`config.mk`:
```
export PLATFORM = sky130hd
export DESIGN_NAME = icd_top
export DESIGN_NICKNAME = d
export VERILOG_FILES = /design/src/rtl/icd_pkg.sv /design/src/rtl/icd_cfg_if.sv /design/src/rtl/icd_decode.sv /design/src/rtl/icd_resync.sv /design/src/rtl/icd_top.sv
export SDC_FILE = /design/constraint.sdc
export NUM_CORES = 1
export LEC_CHECK = 0
export ABC_AREA = 1
export BUFFER_PORTS_ARGS = -buffer_cell sky130_fd_sc_hd__buf_2
export CAP_MARGIN = 10
export CELL_PAD_IN_SITES_DETAIL_PLACEMENT = 1
export CELL_PAD_IN_SITES_GLOBAL_PLACEMENT = 1
export CORE_MARGIN = 2
export CORE_UTILIZATION = 43
export DETAILED_ROUTE_END_ITERATION = 6
export PLACE_DENSITY_LB_ADDON = 0.1
export SYNTH_ARGS = -nofsm -noshare
export SYNTH_HDL_FRONTEND = slang
export SYNTH_HIERARCHICAL = 1
export SYNTH_SLANG_ARGS = --single-unit
```
`constraint.sdc`:
```
create_clock -name pclk -period 30.9 [get_ports pclk]
set_clock_uncertainty 0.2 [all_clocks]
set_input_delay 3.09 -clock pclk [delete_from_list [all_inputs] [get_ports pclk]]
set_output_delay 3.09 -clock pclk [all_outputs]
set_load 0.02 [all_outputs]
```
`src/rtl/icd_pkg.sv`:
```
/*
 Package of the impedance channel configuration decode: register offsets,
 field positions, reset values and decode constants.
 Assumes nothing of its surroundings; every user names items package::name.
*/
package icd_pkg;

   // ***********************************************************
   // Register map
   // ***********************************************************
   localparam logic [7:0]  ADDR_CHANNEL_SETTINGS = 8'h18;   // Channel settings word
   localparam logic [7:0]  ADDR_SELFTEST         = 8'h1C;   // Self-test selection word
   localparam logic [7:0]  ADDR_CONTROL          = 8'h20;   // Command word
   localparam logic [7:0]  ADDR_STATUS           = 8'h24;   // Decoded state word

   // ***********************************************************
   // Channel settings fields
   // ***********************************************************
   localparam int          POS_RATE     = 23;   // Sample rate select
   localparam int          POS_AHPF     = 20;   // Analog high-pass, 3 bits
   localparam int          POS_EXTBIAS  = 19;   // External bias resistor
   localparam int          POS_LOWNOISE = 18;   // Amplifier power mode
   localparam int          POS_GAIN     = 16;   // Gain, 2 bits
   localparam int          POS_DHPF     = 14;   // Digital high-pass, 2 bits
   localparam int          POS_DLPF     = 12;   // Digital low-pass, 2 bits
   localparam int          SETTINGS_W   = 24;   // Register width

   // Reset values
   localparam logic [23:0] RESET_SETTINGS = 24'h201000;   // Rate 0, AHPF 010, DLPF 01

   // ***********************************************************
   // Self-test selection fields
   // ***********************************************************
   localparam int          POS_RNOM     = 8;   // Nominal resistance, 3 bits
   localparam int          POS_RMOD     = 4;   // Modulation, 3 bits
   localparam logic [2:0]  RESET_RNOM   = 3'h0;
   localparam logic [2:0]  RESET_RMOD   = 3'h4;   // All modulation switches open

   // ***********************************************************
   // Decode constants
   // ***********************************************************
   localparam logic [1:0]  DLPF_4HZ     = 2'h1;   // Fallback low-pass
   localparam logic [1:0]  DLPF_16HZ    = 2'h3;   // Needs the higher rate
   localparam logic [1:0]  DHPF_BYPASS  = 2'h0;
   localparam logic [2:0]  AHPF_LAST    = 3'h5;   // Codes above bypass the filter
   localparam logic [2:0]  RNOM_SWITCH  = 3'h3;   // Extra nominal switches from here
   localparam logic [2:0]  RMOD_DEPTH2  = 3'h2;   // Shallowest depth
   localparam int          RESYNC_CYCLES = 4;     // Length of resync pulse

   // Divider from the nominal code to 5000 ohm / n
   localparam logic [3:0]  RNOM_DIVIDER [8] = '{4'h1, 4'h2, 4'h3, 4'h4, 4'h5, 4'h6, 4'h7, 4'h8};

endpackage

```
`src/rtl/icd_cfg_if.sv`:
```
/*
 Interface carrying the stored settings from the register bank into the
 decoder and the decoded state back.
 Assumes one clock domain; used only between this block's own modules.
*/
`timescale 1ns/10ps
interface icd_cfg_if;
   logic [23:0] settings;        // Stored channel settings as written
   logic [2:0]  nominal_sel;     // Stored nominal resistance code
   logic [2:0]  modulation_sel;  // Stored modulation code
   logic [1:0]  effective_dlpf;  // Low-pass in use
   logic [12:0] nominal_ohms;    // Nominal resistance applied
   logic [1:0]  mod_depth;       // 0 none, 1..3 deepest to shallowest
   logic        switches_on;     // Extra nominal switches engaged
   logic        modulated;       // Modulation in effect

   modport bank (output settings, nominal_sel, modulation_sel,
                 input effective_dlpf, nominal_ohms, mod_depth, switches_on, modulated);
   modport dec  (input settings, nominal_sel, modulation_sel,
                 output effective_dlpf, nominal_ohms, mod_depth, switches_on, modulated);
endinterface

```
`src/rtl/icd_decode.sv`:
```
/*
 Combinational decoder of the self-test resistance and low-pass fallback.
 Assumes stored settings arrive over icd_cfg_if; the caller drives its
 ports from the outputs directly, unregistered.
*/
`timescale 1ns/10ps
module icd_decode
(
   // Settings in, decode out
   icd_cfg_if.dec cfg
);

   // ***********************************************************
   // Decoding
   // ***********************************************************

   // Nominal resistance from the code, 5000/n; code 2 rounds up
   function automatic logic [12:0] nominal_of(input logic [2:0] code);
      logic [12:0] ohms;
      ohms = 13'(16'h1388 / {12'h000, icd_pkg::RNOM_DIVIDER[code]});
      if (code == 3'h2)
      begin
         ohms = 13'h0683;   // 1667, rounded up
      end
      return ohms;
   endfunction

   // Nominal and modulation decode
   always_comb
   begin
      cfg.nominal_ohms = nominal_of(cfg.nominal_sel);
      cfg.switches_on  = cfg.nominal_sel >= icd_pkg::RNOM_SWITCH;
      cfg.mod_depth    = 2'h0;
      if (!cfg.modulation_sel[2])
      begin
         // Code 010 with extra switches leaves the channel unmodulated
         if (cfg.switches_on && cfg.modulation_sel == icd_pkg::RMOD_DEPTH2)
         begin
            cfg.mod_depth = 2'h0;
         end
         else if (cfg.modulation_sel <= icd_pkg::RMOD_DEPTH2)
         begin
            cfg.mod_depth = 2'(cfg.modulation_sel[1:0] + 2'h1);
         end
      end
      cfg.modulated = cfg.mod_depth != 2'h0;
   end

   // Low-pass fallback when 16 Hz is asked at the lower rate
   always_comb
   begin
      cfg.effective_dlpf = cfg.settings[icd_pkg::POS_DLPF +: 2];
      if (cfg.settings[icd_pkg::POS_RATE] && cfg.effective_dlpf == icd_pkg::DLPF_16HZ)
      begin
         cfg.effective_dlpf = icd_pkg::DLPF_4HZ;
      end
   end

endmodule

```
`src/rtl/icd_resync.sv`:
```
/*
 Resynchronize pulse generator: stretches one command into a fixed pulse.
 Assumes a single clock and active-low asynchronous reset.
*/
`timescale 1ns/10ps
module icd_resync
(
   // Clock and reset
   input  wire  logic pclk,
   input  wire  logic presetn,
   input  wire  logic clk_en,
   // Command and pulse
   input  wire  logic start,
   output logic       pulse
);

   logic [2:0] count;   // Remaining pulse cycles

   // Restart on every command so a late one still gets a full pulse
   always_ff @(posedge pclk or negedge presetn)
   begin
      if (!presetn)
      begin
         count <= 3'h0;
      end
      else if (clk_en)
      begin
         if (start)
         begin
            count <= 3'(icd_pkg::RESYNC_CYCLES);
         end
         else if (count != 3'h0)
         begin
            count <= count - 3'h1;
         end
      end
   end

   assign pulse = count != 3'h0;

endmodule

```
`src/rtl/icd_top.sv`:
```
/*
 Impedance channel configuration register bank with APB slave.
 Assumes an APB master on pclk and a master clock select from the device.
*/
// Contract
// Low nominal codes: 5000/2500/1667, three depths
// High codes: extra switches, two depths
// High code with modulation 010 unmodulated
// Software avoids modulation code 011; reset 100
// Settings register at 0x18 read/write
// Writes may disturb sample timing
// Resynchronize command restores sampling sync
// Clock 00: 64 or 32 sps
// Clock 01: 62.50 or 31.25 sps
// Clock 10: 50 or 25 sps
// Clock 11: 49.95 or 24.98 sps
// Analog high-pass bits 22:20, reset 010
// Bit 19 selects external bias
// Bit 18 selects low-noise amplifier
// Gain bits 17:16: 10 to 80
// Digital high-pass bits 15:14
// Low-pass bits 13:12, 16 Hz limited
// Unsupported low-pass runs 4 Hz, reads effective
`timescale 1ns/10ps
module icd_top
(
   // APB
   input  wire  logic        pclk,
   input  wire  logic        presetn,
   input  wire  logic        clk_en,
   input  wire  logic        psel,
   input  wire  logic        penable,
   input  wire  logic        pwrite,
   input  wire  logic [7:0]  paddr,
   input  wire  logic [31:0] pwdata,
   output logic [31:0]       prdata,
   output logic              pready,
   output logic              pslverr,
   // Device context
   input  wire  logic [1:0]  master_clock_freq_sel,
   // Channel controls
   output logic              sample_rate_sel,
   output logic [15:0]       sample_rate_centi_sps,
   output logic [2:0]        analog_highpass_sel,
   output logic              analog_highpass_bypass,
   output logic              external_bias_resistor_en,
   output logic              low_noise_amp_mode,
   output logic [6:0]        gain_vv,
   output logic [1:0]        digital_highpass_sel,
   output logic [1:0]        digital_lowpass_sel,
   output logic              settings_changed,
   output logic              resynchronize_command,
   // Self-test controls
   output logic [12:0]       nominal_ohms,
   output logic [1:0]        modulation_depth,
   output logic              nominal_resistor_switches,
   output logic              modulation_switches
);

   // ***********************************************************
   // Storage
   // ***********************************************************
   icd_cfg_if  cfg ();            // Bank to decoder
   logic [23:0] settings;         // Channel settings as written
   logic [2:0]  nominal_sel;      // Self-test nominal code
   logic [2:0]  modulation_sel;   // Self-test modulation code
   logic        resync_start;     // Command pulse
   logic        wr_en;            // Write taken this edge
   logic [31:0] next_prdata;      // Read mux

   assign cfg.settings       = settings;
   assign cfg.nominal_sel    = nominal_sel;
   assign cfg.modulation_sel = modulation_sel;

   icd_decode icd_decode_inst
   (
      .cfg (cfg)
   );

   icd_resync icd_resync_inst
   (
      .pclk    (pclk),
      .presetn (presetn),
      .clk_en  (clk_en),
      .start   (resync_start),
      .pulse   (resynchronize_command)
   );

   // Zero wait state slave, errors on unmapped address
   assign pready  = 1'b1;
   assign pslverr = psel && penable && !(paddr == icd_pkg::ADDR_CHANNEL_SETTINGS ||
                    paddr == icd_pkg::ADDR_SELFTEST || paddr == icd_pkg::ADDR_CONTROL ||
                    paddr == icd_pkg::ADDR_STATUS);
   assign wr_en   = clk_en && psel && penable && pwrite;

   // ***********************************************************
   // Register writes
   // ***********************************************************

   // Channel settings, all 24 bits stored as written
   always_ff @(posedge pclk or negedge presetn)
   begin
      if (!presetn)
      begin
         settings <= icd_pkg::RESET_SETTINGS;
      end
      else if (wr_en && paddr == icd_pkg::ADDR_CHANNEL_SETTINGS)
      begin
         settings <= pwdata[23:0];
      end
   end

   // Self-test selection; reset opens modulation switches
   always_ff @(posedge pclk or negedge presetn)
   begin
      if (!presetn)
      begin
         nominal_sel    <= icd_pkg::RESET_RNOM;
         modulation_sel <= icd_pkg::RESET_RMOD;
      end
      else if (wr_en && paddr == icd_pkg::ADDR_SELFTEST)
      begin
         nominal_sel    <= pwdata[icd_pkg::POS_RNOM +: 3];
         modulation_sel <= pwdata[icd_pkg::POS_RMOD +: 3];
      end
   end

   // Command bit 0 of control word starts resync
   assign resync_start = wr_en && paddr == icd_pkg::ADDR_CONTROL && pwdata[0];

   // Change flag: one cycle after any settings write
   always_ff @(posedge pclk or negedge presetn)
   begin
      if (!presetn)
      begin
         settings_changed <= 1'b0;
      end
      else if (clk_en)
      begin
         settings_changed <= wr_en && paddr == icd_pkg::ADDR_CHANNEL_SETTINGS;
      end
   end

   // ***********************************************************
   // Read path
   // ***********************************************************

   // Read mux; settings return effective low-pass
   always_comb
   begin
      next_prdata = 32'h00000000;
      unique case (paddr)
         icd_pkg::ADDR_CHANNEL_SETTINGS:
         begin
            next_prdata[23:0]  = settings;
            next_prdata[13:12] = cfg.effective_dlpf;
         end
         icd_pkg::ADDR_SELFTEST:
         begin
            next_prdata[10:8] = nominal_sel;
            next_prdata[6:4]  = modulation_sel;
         end
         icd_pkg::ADDR_STATUS:
         begin
            next_prdata[12:0]  = cfg.nominal_ohms;
            next_prdata[17:16] = cfg.mod_depth;
            next_prdata[18]    = cfg.switches_on;
            next_prdata[19]    = resynchronize_command;
         end
         default:
         begin
            next_prdata = 32'h00000000;
         end
      endcase
   end

   // Read data from a flop, loaded in the setup cycle
   always_ff @(posedge pclk or negedge presetn)
   begin
      if (!presetn)
      begin
         prdata <= 32'h00000000;
      end
      else if (clk_en && psel && !penable)
      begin
         prdata <= next_prdata;
      end
   end

   // ***********************************************************
   // Decoded controls
   // ***********************************************************

   // Rate in hundredths of sps from master clock and rate bit
   always_comb
   begin
      unique case ({master_clock_freq_sel, settings[icd_pkg::POS_RATE]})
         3'h0: sample_rate_centi_sps = 16'h1900;   // R8 64
         3'h1: sample_rate_centi_sps = 16'h0C80;   // R8 32
         3'h2: sample_rate_centi_sps = 16'h186A;   // R9 62.50
         3'h3: sample_rate_centi_sps = 16'h0C35;   // R9 31.25
         3'h4: sample_rate_centi_sps = 16'h1388;   // R10 50
         3'h5: sample_rate_centi_sps = 16'h09C4;   // R10 25
         3'h6: sample_rate_centi_sps = 16'h1383;   // R11 49.95
         3'h7: sample_rate_centi_sps = 16'h09C2;   // R11 24.98
      endcase
   end

   assign sample_rate_sel           = settings[icd_pkg::POS_RATE];
   assign analog_highpass_sel       = settings[icd_pkg::POS_AHPF +: 3];
   assign analog_highpass_bypass    = analog_highpass_sel > icd_pkg::AHPF_LAST;
   assign external_bias_resistor_en = settings[icd_pkg::POS_EXTBIAS];
   assign low_noise_amp_mode        = settings[icd_pkg::POS_LOWNOISE];
   assign gain_vv                   = 7'(7'h0A << settings[icd_pkg::POS_GAIN +: 2]);
   assign digital_highpass_sel      = settings[icd_pkg::POS_DHPF +: 2];
   assign digital_lowpass_sel       = cfg.effective_dlpf;
   assign nominal_ohms              = cfg.nominal_ohms;
   assign modulation_depth          = cfg.mod_depth;
   assign nominal_resistor_switches = cfg.switches_on;
   assign modulation_switches       = cfg.modulated;

endmodule

```
==> results of run 1 <==
[critical path: cells and delay by family, from the launching register on]
kind | cells | cell delay [ps]
and+or+nand+nor | 54 | 8200
AOI/OAI and AO/OA | 30 | 5290
adders and majority gates | 14 | 4890
buffers and inverters | 19 | 2510
DFF | 1 | 620
[sequential cells by signal, summed over array words and instances, names as in the netlist]
| signal | flops |
|---|---|
| cfg.settings | 24 |
| prdata | 24 |
| cfg.modulation_sel | 3 |
| cfg.nominal_sel | 3 |
| icd_resync_inst/count | 3 |
| settings_changed | 1 |
[how the worst max path moves through the flow]
stage / cells past startpoint / to / start
finish: 117 / nominal_ohms[0] / cfg.nominal_sel[1]
global route: 118 / nominal_ohms[0] / cfg.nominal_sel[1]
CTS: 118 / nominal_ohms[0] / cfg.nominal_sel[1]
detailed placement: 118 / nominal_ohms[0] / cfg.nominal_sel[1]
global placement: 116 / nominal_ohms[0] / cfg.nominal_sel[1]
floorplan: 120 / nominal_ohms[0] / cfg.nominal_sel[1]
[through the flow]
step	instances	util, %	hold slack (ps)	area [µm²]
finish	1606	48.44	263.2	8642
global placement	1587	46.67	251.3	8325
CTS	1603	48.40	267.9	8635
detailed placement	1587	46.67	255.2	8325
floorplan	1288	-	235.5	7811
global route	1606	48.44	301.3	8642
[logic make-up after synthesis]
| group | Yosys count | synth area share [%] |
|---|---|---|
| compound gates | 111 | 8.180 |
| xor+xnor | 22 | 2.480 |
| fa+ha+maj | 42 | 6.860 |
| buf+inv | 232 | 13.78 |
| flops | 58 | 18.73 |
| other cells | 2 | 0.09665 |
| simple gates | 810 | 49.87 |
[area by class of cell]
type | count | area, µm²
fillers | 2542 | 9199
inverters | 184 | 695.7
flip-flops and latches | 58 | 1455
diodes | 3 | 7.507
well taps | 229 | 286.5
repair buffers | 118 | 603.1
multi-input cells | 998 | 5285
clock inverters | 2 | 35.03
clock buffers | 14 | 274.0
[layer usage]
layer / GRT usage (%) / routed length, µm
met3: 2.563 / 743
met5: 0 / 0
met2: 46.30 / 12050
met1: 34.09 / 11730
met4: 6.767 / 537
[placed cells by master (no fill, tap or decap), types with 17 or more instances in the layout]
master,netlist,routed
ha_1,41,41
nand2_2,28,28
nor2_1,95,95
a21oi_1,30,30
nand3_2,17,17
o21ai_0,36,36
buf_2,3,113
nand3_1,154,154
o21ai_1,19,19
dfrtp_1,55,55
nand4_1,33,33
nand2_1,416,416
inv_1,165,165
==> qor.csv, run 1 <==
stage;metric;value;unit
yosys;Async SR Flop Fraction;100.0;%
timing;Max Clk Rate;0.03974;GHz
cts;CTS Buf Count;9;
timing;RSZ-0062 raised after global routing;false;
drt;WL per Instance;15.60;µm
final_layout;ratio of cells with drive above 1 in the final layout;18.70;%
cts;CTS tree;built;
yosys;ranking of synthesized cells by area;nand2_1 (20%), dfrtp_1 (18%), nand3_1 (9.9%), inv_1 (8.0%), ha_1 (6.6%);
drt;WL final;25060;µm
critical_path;RR Startpoint;cfg.nominal_sel[1];
critical_path;maximum fanout along the worst path;17;
critical_path;Worst R2R Setup Slack;8960;ps
critical_path;Worst EP arrival;21870;ps
cts;post-CTS sizing;0;
yosys;number of synthesized flops with an enable pin;0;
critical_path;Worst Setup End Kind;output pin;
cts;H-tree Lvls;3;
yosys;most frequent cells after synthesis;nand2_1 (416), inv_1 (165), nand3_1 (154);
cts;clk buf depth;2;
job;maxcap violations;0;
grt;initial antenna violation count;3;
hold_path;hold path cells;2;
final_layout;Final #Nets;1459;
die;Initial Utilization;43.55;%
drt;Vias;8449;
critical_path;Worst Reg2Reg Path Length in Cells;120;
yosys;Yosys top cell area share;20.10;%
yosys;Mapped Area;7770;µm²
die;die area;19160;µm²
drt;antenna viol nets, final;0;
timing;relative slew slack;35.36;%
cts;Root Driver;clkbuf_16;
cts;CTS Sinks;58;
hold_path;Worst Hold Class;register to register;
drt;1st-iter DRT viols;409;
critical_path;crit path launch type;register;
timing;Slew @ Worst Pin;968.5;ps
grt;largest net degree at the start of global routing;59;
critical_path;CP most frequent cell;inv_1;
timing;Final setup viols;0;
yosys;Gate Count Post-Synth;1277;
grt;vias in the first global route;8635;
yosys;Synth warnings;6;
die;Chip Height;138.4;µm
yosys;#FFs+latches synth;58;
grt;gr ovfl total;0;
timing;fin crit period;25160;ps
die;Row Count;49;
yosys;Synth Flop Type;dfrtp_1;
die;Die Width;138.4;µm
cts;Worst-path clk slew;50;ps
die;IO Pins;135;
critical_path;Worst Path Class, Setup;register to output pin;
cts;postcts setup bufs;0;
status;status;finished clean;
grt;total track usage;26.12;%
yosys;Mean Syn Cell Area;6.085;µm²
timing;Post-Route Setup TNS;0;ps
place;HPWL after DPL;19670;µm
timing;Final WS setup;5737;ps
cts;cts hold-fix bufs;0;
drt;via/cell ratio;5.261;
grt;first-pass GRT wire length;42120;µm
place;Port Buffers;113;
cts;clock insertion delay at the later pin of the skew report;320;ps
hold_path;WHS Endpoint;cfg.settings[13];
timing;endpoints failing hold;0;
final_layout;Syn-to-layout area delta;11.22;%
place;global placer's final weighted congestion;0.8251;
yosys;post-synthesis cell type count;45;
critical_path;required time of the critical path;27610;ps
critical_path;Crit path largest cell delay;650;ps
critical_path;Critical-path top delay cell;ha_1;
timing;pins over their slew limit;0;
yosys;register area share after synthesis;18.73;%
place;Placement Setup Slack;6119;ps
drt;first drt pass iteration count;5;
critical_path;reg-to-reg endpoint;prdata[0];
yosys;count leader, synth;nand2_1;
hold_path;Hold Path Origin;cfg.settings[13];
drt;DRC errors left;0;
die;core area;17840;µm²
timing;period utilization;81.43;%
yosys;largest area contributor in the netlist;nand2_1;
Power of run 1 is left out: the tool's default activity adds up to more than one toggle a clock period on the data nets, which glitch-free logic cannot reach.
==> inputs of run 2 (changes only) <==
Settings changed: CORE_UTILIZATION 43 to 40.
Clock period 30.9 ns to 25.4 ns, I/O delays scaled along.
==> qor.csv, run 2 (synthesized netlist as in run 1, its figures left out) <==
stage;metric;value;unit;change
critical_path;Worst Path Class, Setup;register to output pin;;
timing;relative slew slack;39.67;%;+4.3 points
cts;post-CTS sizing;0;;unchanged
final_layout;fin area;8717;µm²;+0.87%
die;Die Width;143.4;µm;+3.6%
drt;WL per Instance;15.35;µm;-1.6%
timing;endpoints failing hold;0;;unchanged
place;Port Buffers;113;;unchanged
place;HPWL after DPL;19800;µm;+0.66%
drt;WL final;25090;µm;+0.13%
timing;Final setup viols;0;;unchanged
grt;total track usage;24.73;%;-1.4 points
hold_path;Worst Hold Class;register to register;;
die;Initial Utilization;41.13;%;-2.4 points
critical_path;Worst Reg2Reg Path Length in Cells;117;;-2.5%
critical_path;crit path launch type;register;;
timing;Hold WS;273.7;ps;+10.51 ps
critical_path;required time of the critical path;22660;ps;-4950 ps
place;Placed Area;8379;µm²;+0.65%
grt;gr ovfl total;0;;unchanged
place;Placement Setup Slack;1781;ps;-4338 ps
hold_path;hold path cells;2;;unchanged
drt;first drt pass iteration count;5;;unchanged
final_layout;most frequent cells in the layout;nand2_1 (416), inv_1 (165), nand3_1 (154);;
drt;Vias;8351;;-1.2%
timing;period utilization;90.82;%;
hold_path;Hold Path Origin;cfg.settings[2];;
job;maxcap violations;0;;unchanged
critical_path;Crit path largest cell delay;540;ps;-110 ps
critical_path;Critical-path top delay cell;dfrtp_2;;
timing;Slew @ Worst Pin;904.0;ps;-64.50 ps
cts;clk buf depth;2;;unchanged
final_layout;fin util;46.14;%;-2.3 points
critical_path;RR Startpoint;cfg.nominal_sel[1];;
cts;CTS Buf Count;9;;unchanged
cts;Root Driver;clkbuf_16;;
final_layout;ratio of cells with drive above 1 in the final layout;19.42;%;+0.71 points
drt;antenna viol nets, final;0;;unchanged
critical_path;reg-to-reg endpoint;prdata[0];;
cts;clock insertion delay at the later pin of the skew report;330;ps;about the same
die;die area;20560;µm²;+7.3%
grt;first-pass GRT wire length;41280;µm;-2.0%
final_layout;Top Registers;cfg.settings: 24 flops, prdata: 24 flops;;
final_layout;Final #Nets;1461;;+0.14%
critical_path;maximum fanout along the worst path;17;;unchanged
die;Row Count;50;;+2.0%
status;status;finished clean;;
die;IO Pins;135;;unchanged
timing;Max Clk Rate;0.04335;GHz;
final_layout;commonest non-fill, non-tap cell in the layout;nand2_1;;
critical_path;Worst R2R Setup Slack;5010;ps;-3950 ps
grt;vias in the first global route;8323;;-3.6%
critical_path;CP most frequent cell;inv_1;;
critical_path;Worst Setup End Kind;output pin;;
place;global placer's final weighted congestion;0.8459;;+2.5%
critical_path;Worst EP arrival;20330;ps;-1540 ps
die;Chip Height;143.4;µm;+3.6%
cts;CTS tree;built;;
die;core area;18890;µm²;+5.9%
final_layout;Antenna Cells;0;;-3
timing;fin crit period;23070;ps;
drt;1st-iter DRT viols;267;;-35%
cts;cts hold-fix bufs;0;;unchanged
cts;Worst-path clk slew;50;ps;about the same
hold_path;WHS Endpoint;cfg.settings[2];;
timing;pins over their slew limit;0;;unchanged
drt;via/cell ratio;5.108;;-2.9%
grt;initial antenna violation count;0;;-3
drt;DRC errors left;0;;unchanged
timing;Final WS setup;2331;ps;-3406 ps
grt;largest net degree at the start of global routing;59;;unchanged
cts;H-tree Lvls;3;;unchanged
cts;postcts setup bufs;0;;unchanged
cts;CTS Sinks;58;;unchanged
final_layout;Syn-to-layout area delta;12.19;%;
[run 2: critical path, delay by kind of cell (launching register included)]
kind / cells / cell delay (ps)
compound gates: 30 / 5110
fa+ha+maj: 13 / 4350
buf+inv: 20 / 2420
flops: 1 / 540
simple gates: 51 / 7520
[run 2: cell type report]
class	instances	area (µm²)
tap	260	325.3
timing repair buffer	120	618.1
clock buffer	13	280.3
sequential	58	1458
clock inverter	2	10.01
inverter	184	695.7
fill	2679	10180
multi-input combinational	998	5330
[run 2: worst max-delay path by stage]
stage	depth (start not counted)	from	to	slack (ps)
after floorplan	120	cfg.nominal_sel[1]	nominal_ohms[0]	5760
after global placement	118	cfg.nominal_sel[0]	nominal_ohms[0]	2060
after detailed placement	117	cfg.nominal_sel[0]	nominal_ohms[0]	1780
after CTS	117	cfg.nominal_sel[0]	nominal_ohms[0]	1310
after global routing	115	cfg.nominal_sel[1]	nominal_ohms[0]	-30
final	114	cfg.nominal_sel[1]	nominal_ohms[0]	2330
[run 2: metal layers]
layer  global-route usage [%]  up-vias  wire [µm]
met5                        0        -          0
met4                    5.212        0        480
met3                    3.499       32        688
met2                    42.63      107      12120
met1                    32.95     3986      11800
li1                         -     4226          -
[run 2: per-stage QoR]
stage	cells	TNS [ps]
finish	1635	0
global route	1635	-26.62
CTS	1635	0
detailed placement	1620	0
global placement	1620	0
floorplan	1288	0
Power of run 2 is left out for the same reason.
==> inputs of run 3 (changes only) <==
Settings changed: GPL_ROUTABILITY_DRIVEN set to 0, MAX_ROUTING_LAYER set to met4, PLACE_DENSITY set to 0.85, PLACE_DENSITY_LB_ADDON 0.1 to not set.
==> qor.csv, run 3 (synthesized netlist as in run 1, its figures left out) <==
stage;metric;value;unit;change
status;status;finished clean;;
critical_path;Critical Path Stages;116;;+1.8%
drt;via/cell ratio;5.304;;+3.8%
timing;Hold WS;282.7;ps;+9.006 ps
timing;RSZ-0062 raised after global routing;false;;
timing;Post-Route Setup TNS;0;ps;unchanged
critical_path;Crit path largest cell delay;500;ps;-40 ps
critical_path;Worst Path Buf+Inv;21;;+5.0%
timing;relative slew slack;39.29;%;-0.37 points
drt;WL per Instance;15.78;µm;+2.8%
die;Die Width;143.4;µm;unchanged
drt;WL final;25810;µm;+2.9%
final_layout;number of fill cells;2659;;-0.75%
die;Row Count;50;;unchanged
place;Port Buffers;113;;unchanged
die;Chip Height;143.4;µm;unchanged
drt;antenna viol nets, final;0;;unchanged
cts;Root Driver;clkbuf_16;;
critical_path;Critical-path top delay cell;dfrtp_1;;
grt;total track usage;26.13;%;+1.4 points
drt;Vias;8677;;+3.9%
critical_path;Worst Reg2Reg Path Length in Cells;119;;+1.7%
die;core area;18890;µm²;unchanged
die;Initial Utilization;41.13;%;unchanged
cts;CTS Buf Count;9;;unchanged
grt;largest net degree at the start of global routing;59;;unchanged
final_layout;ratio of cells with drive above 1 in the final layout;19.36;%;-0.059 points
critical_path;maximum fanout along the worst path;26;;+9
job;maxcap violations;0;;unchanged
cts;H-tree Lvls;3;;unchanged
cts;Worst-path clk slew;60;ps;about the same
timing;endpoints failing hold;0;;unchanged
timing;Final WS setup;2115;ps;-216.6 ps
critical_path;Worst EP arrival;20550;ps;+220 ps
hold_path;Worst Hold Class;register to register;;
grt;first-pass GRT wire length;42650;µm;+3.3%
critical_path;crit path launch type;register;;
place;HPWL after DPL;20060;µm;+1.3%
final_layout;fin util;46.22;%;+0.079 points
drt;DRC errors left;0;;unchanged
hold_path;hold path cells;2;;unchanged
cts;CTS Sinks;58;;unchanged
final_layout;most frequent cells in the layout;nand2_1 (416), inv_1 (164), nand3_1 (154);;
place;Placement Setup Slack;1381;ps;-399.5 ps
cts;clk buf depth;2;;unchanged
critical_path;Worst Setup End Kind;output pin;;
drt;first drt pass iteration count;5;;unchanged
drt;1st-iter DRT viols;370;;+39%
grt;gr ovfl total;0;;unchanged
timing;pins over their slew limit;0;;unchanged
critical_path;required time of the critical path;22660;ps;about the same
final_layout;Top Registers;cfg.settings: 24 flops, prdata: 24 flops;;
grt;initial antenna violation count;1;;+1
final_layout;commonest non-fill, non-tap cell in the layout;nand2_1;;
final_layout;Syn-to-layout area delta;12.38;%;
cts;clock insertion delay at the later pin of the skew report;330;ps;about the same
grt;vias in the first global route;8887;;+6.8%
cts;CTS tree;built;;
critical_path;Worst Path Class, Setup;register to output pin;;
timing;period utilization;91.67;%;+0.85 points
timing;Slew @ Worst Pin;909.6;ps;+5.598 ps
timing;fin crit period;23290;ps;+216.6 ps
final_layout;Final #Nets;1459;;-0.14%
die;die area;20560;µm²;unchanged
die;IO Pins;135;;unchanged
timing;Max Clk Rate;0.04295;GHz;-0.93%
critical_path;kind of cell adding the most delay to the critical path;simple AND/OR/NAND/NOR gates;;
timing;Final setup viols;0;;unchanged
==> run 3: changes by cell type in the layout (fill, tap and decap cells not counted), moves of 2 or more <==
cell,delta
clkinvlp_4,+3
dfrtp_1,+2
buf_4,-3
dfrtp_2,-2
clkbuf_8,-3
diode_2,+2
==> run 3: worst min-delay path, stage by stage, from the launching register on <==
cell	delay [ps]
dfrtp_1	340
nand2_1	50
o31ai_1	60
==> run 3: what timing repair did <==
item / CTS / global route
hold buffers: 0 / 0
gates resized for setup: 0 / 12
setup endpoints to repair: 0 / 1
buffers inserted: 0 / 0
endpoints found under the hold margin: 0 / 0
==> run 3: per-stage QoR <==
stage	cell area, µm²	instances
2_1_floorplan	7811	1288
3_3_place_gp	8364	1618
3_5_place_dp	8364	1618
4_1_cts	8670	1634
5_1_grt	8730	1635
6_report	8732	1636
==> run 3: final cells by class <==
class / count / area (µm²) / share of cell area (%)
tap: 260 / 325.3 / 3.725
timing repair buffer: 118 / 606.8 / 6.949
sequential: 58 / 1455 / 16.66
clock buffer: 10 / 239.0 / 2.737
multi-input combinational: 998 / 5339 / 61.14
clock inverter: 6 / 66.31 / 0.7594
inverter: 184 / 695.7 / 7.967
antenna: 2 / 5.005 / 0.05731
==> run 3: per-layer routing <==
metal / up-vias / part of all wire [%] / track usage, % / routed length [µm]
met3: 58 / 2.5 / 2.399 / 658
met2: 182 / 51 / 47.07 / 13210
li1: 4229 / - / - / -
met5: - / 0 / - / 0
met1: 4208 / 43 / 30.90 / 11170
met4: 0 / 3.0 / 7.843 / 774
==> run 3: final timing paths <==
check                                         from               end  slack (ps)
min in group asynchronous                  presetn  cfg.settings[20]        2180
worst min register to register          prdata[23]        prdata[23]         280
worst max-delay path            cfg.nominal_sel[0]   nominal_ohms[0]        2110
worst min-delay path                    prdata[23]        prdata[23]         280
worst max register to register  cfg.nominal_sel[0]         prdata[0]        4800
max in group asynchronous                  presetn  cfg.settings[18]       22330
Power of run 3 is left out for the same reason.
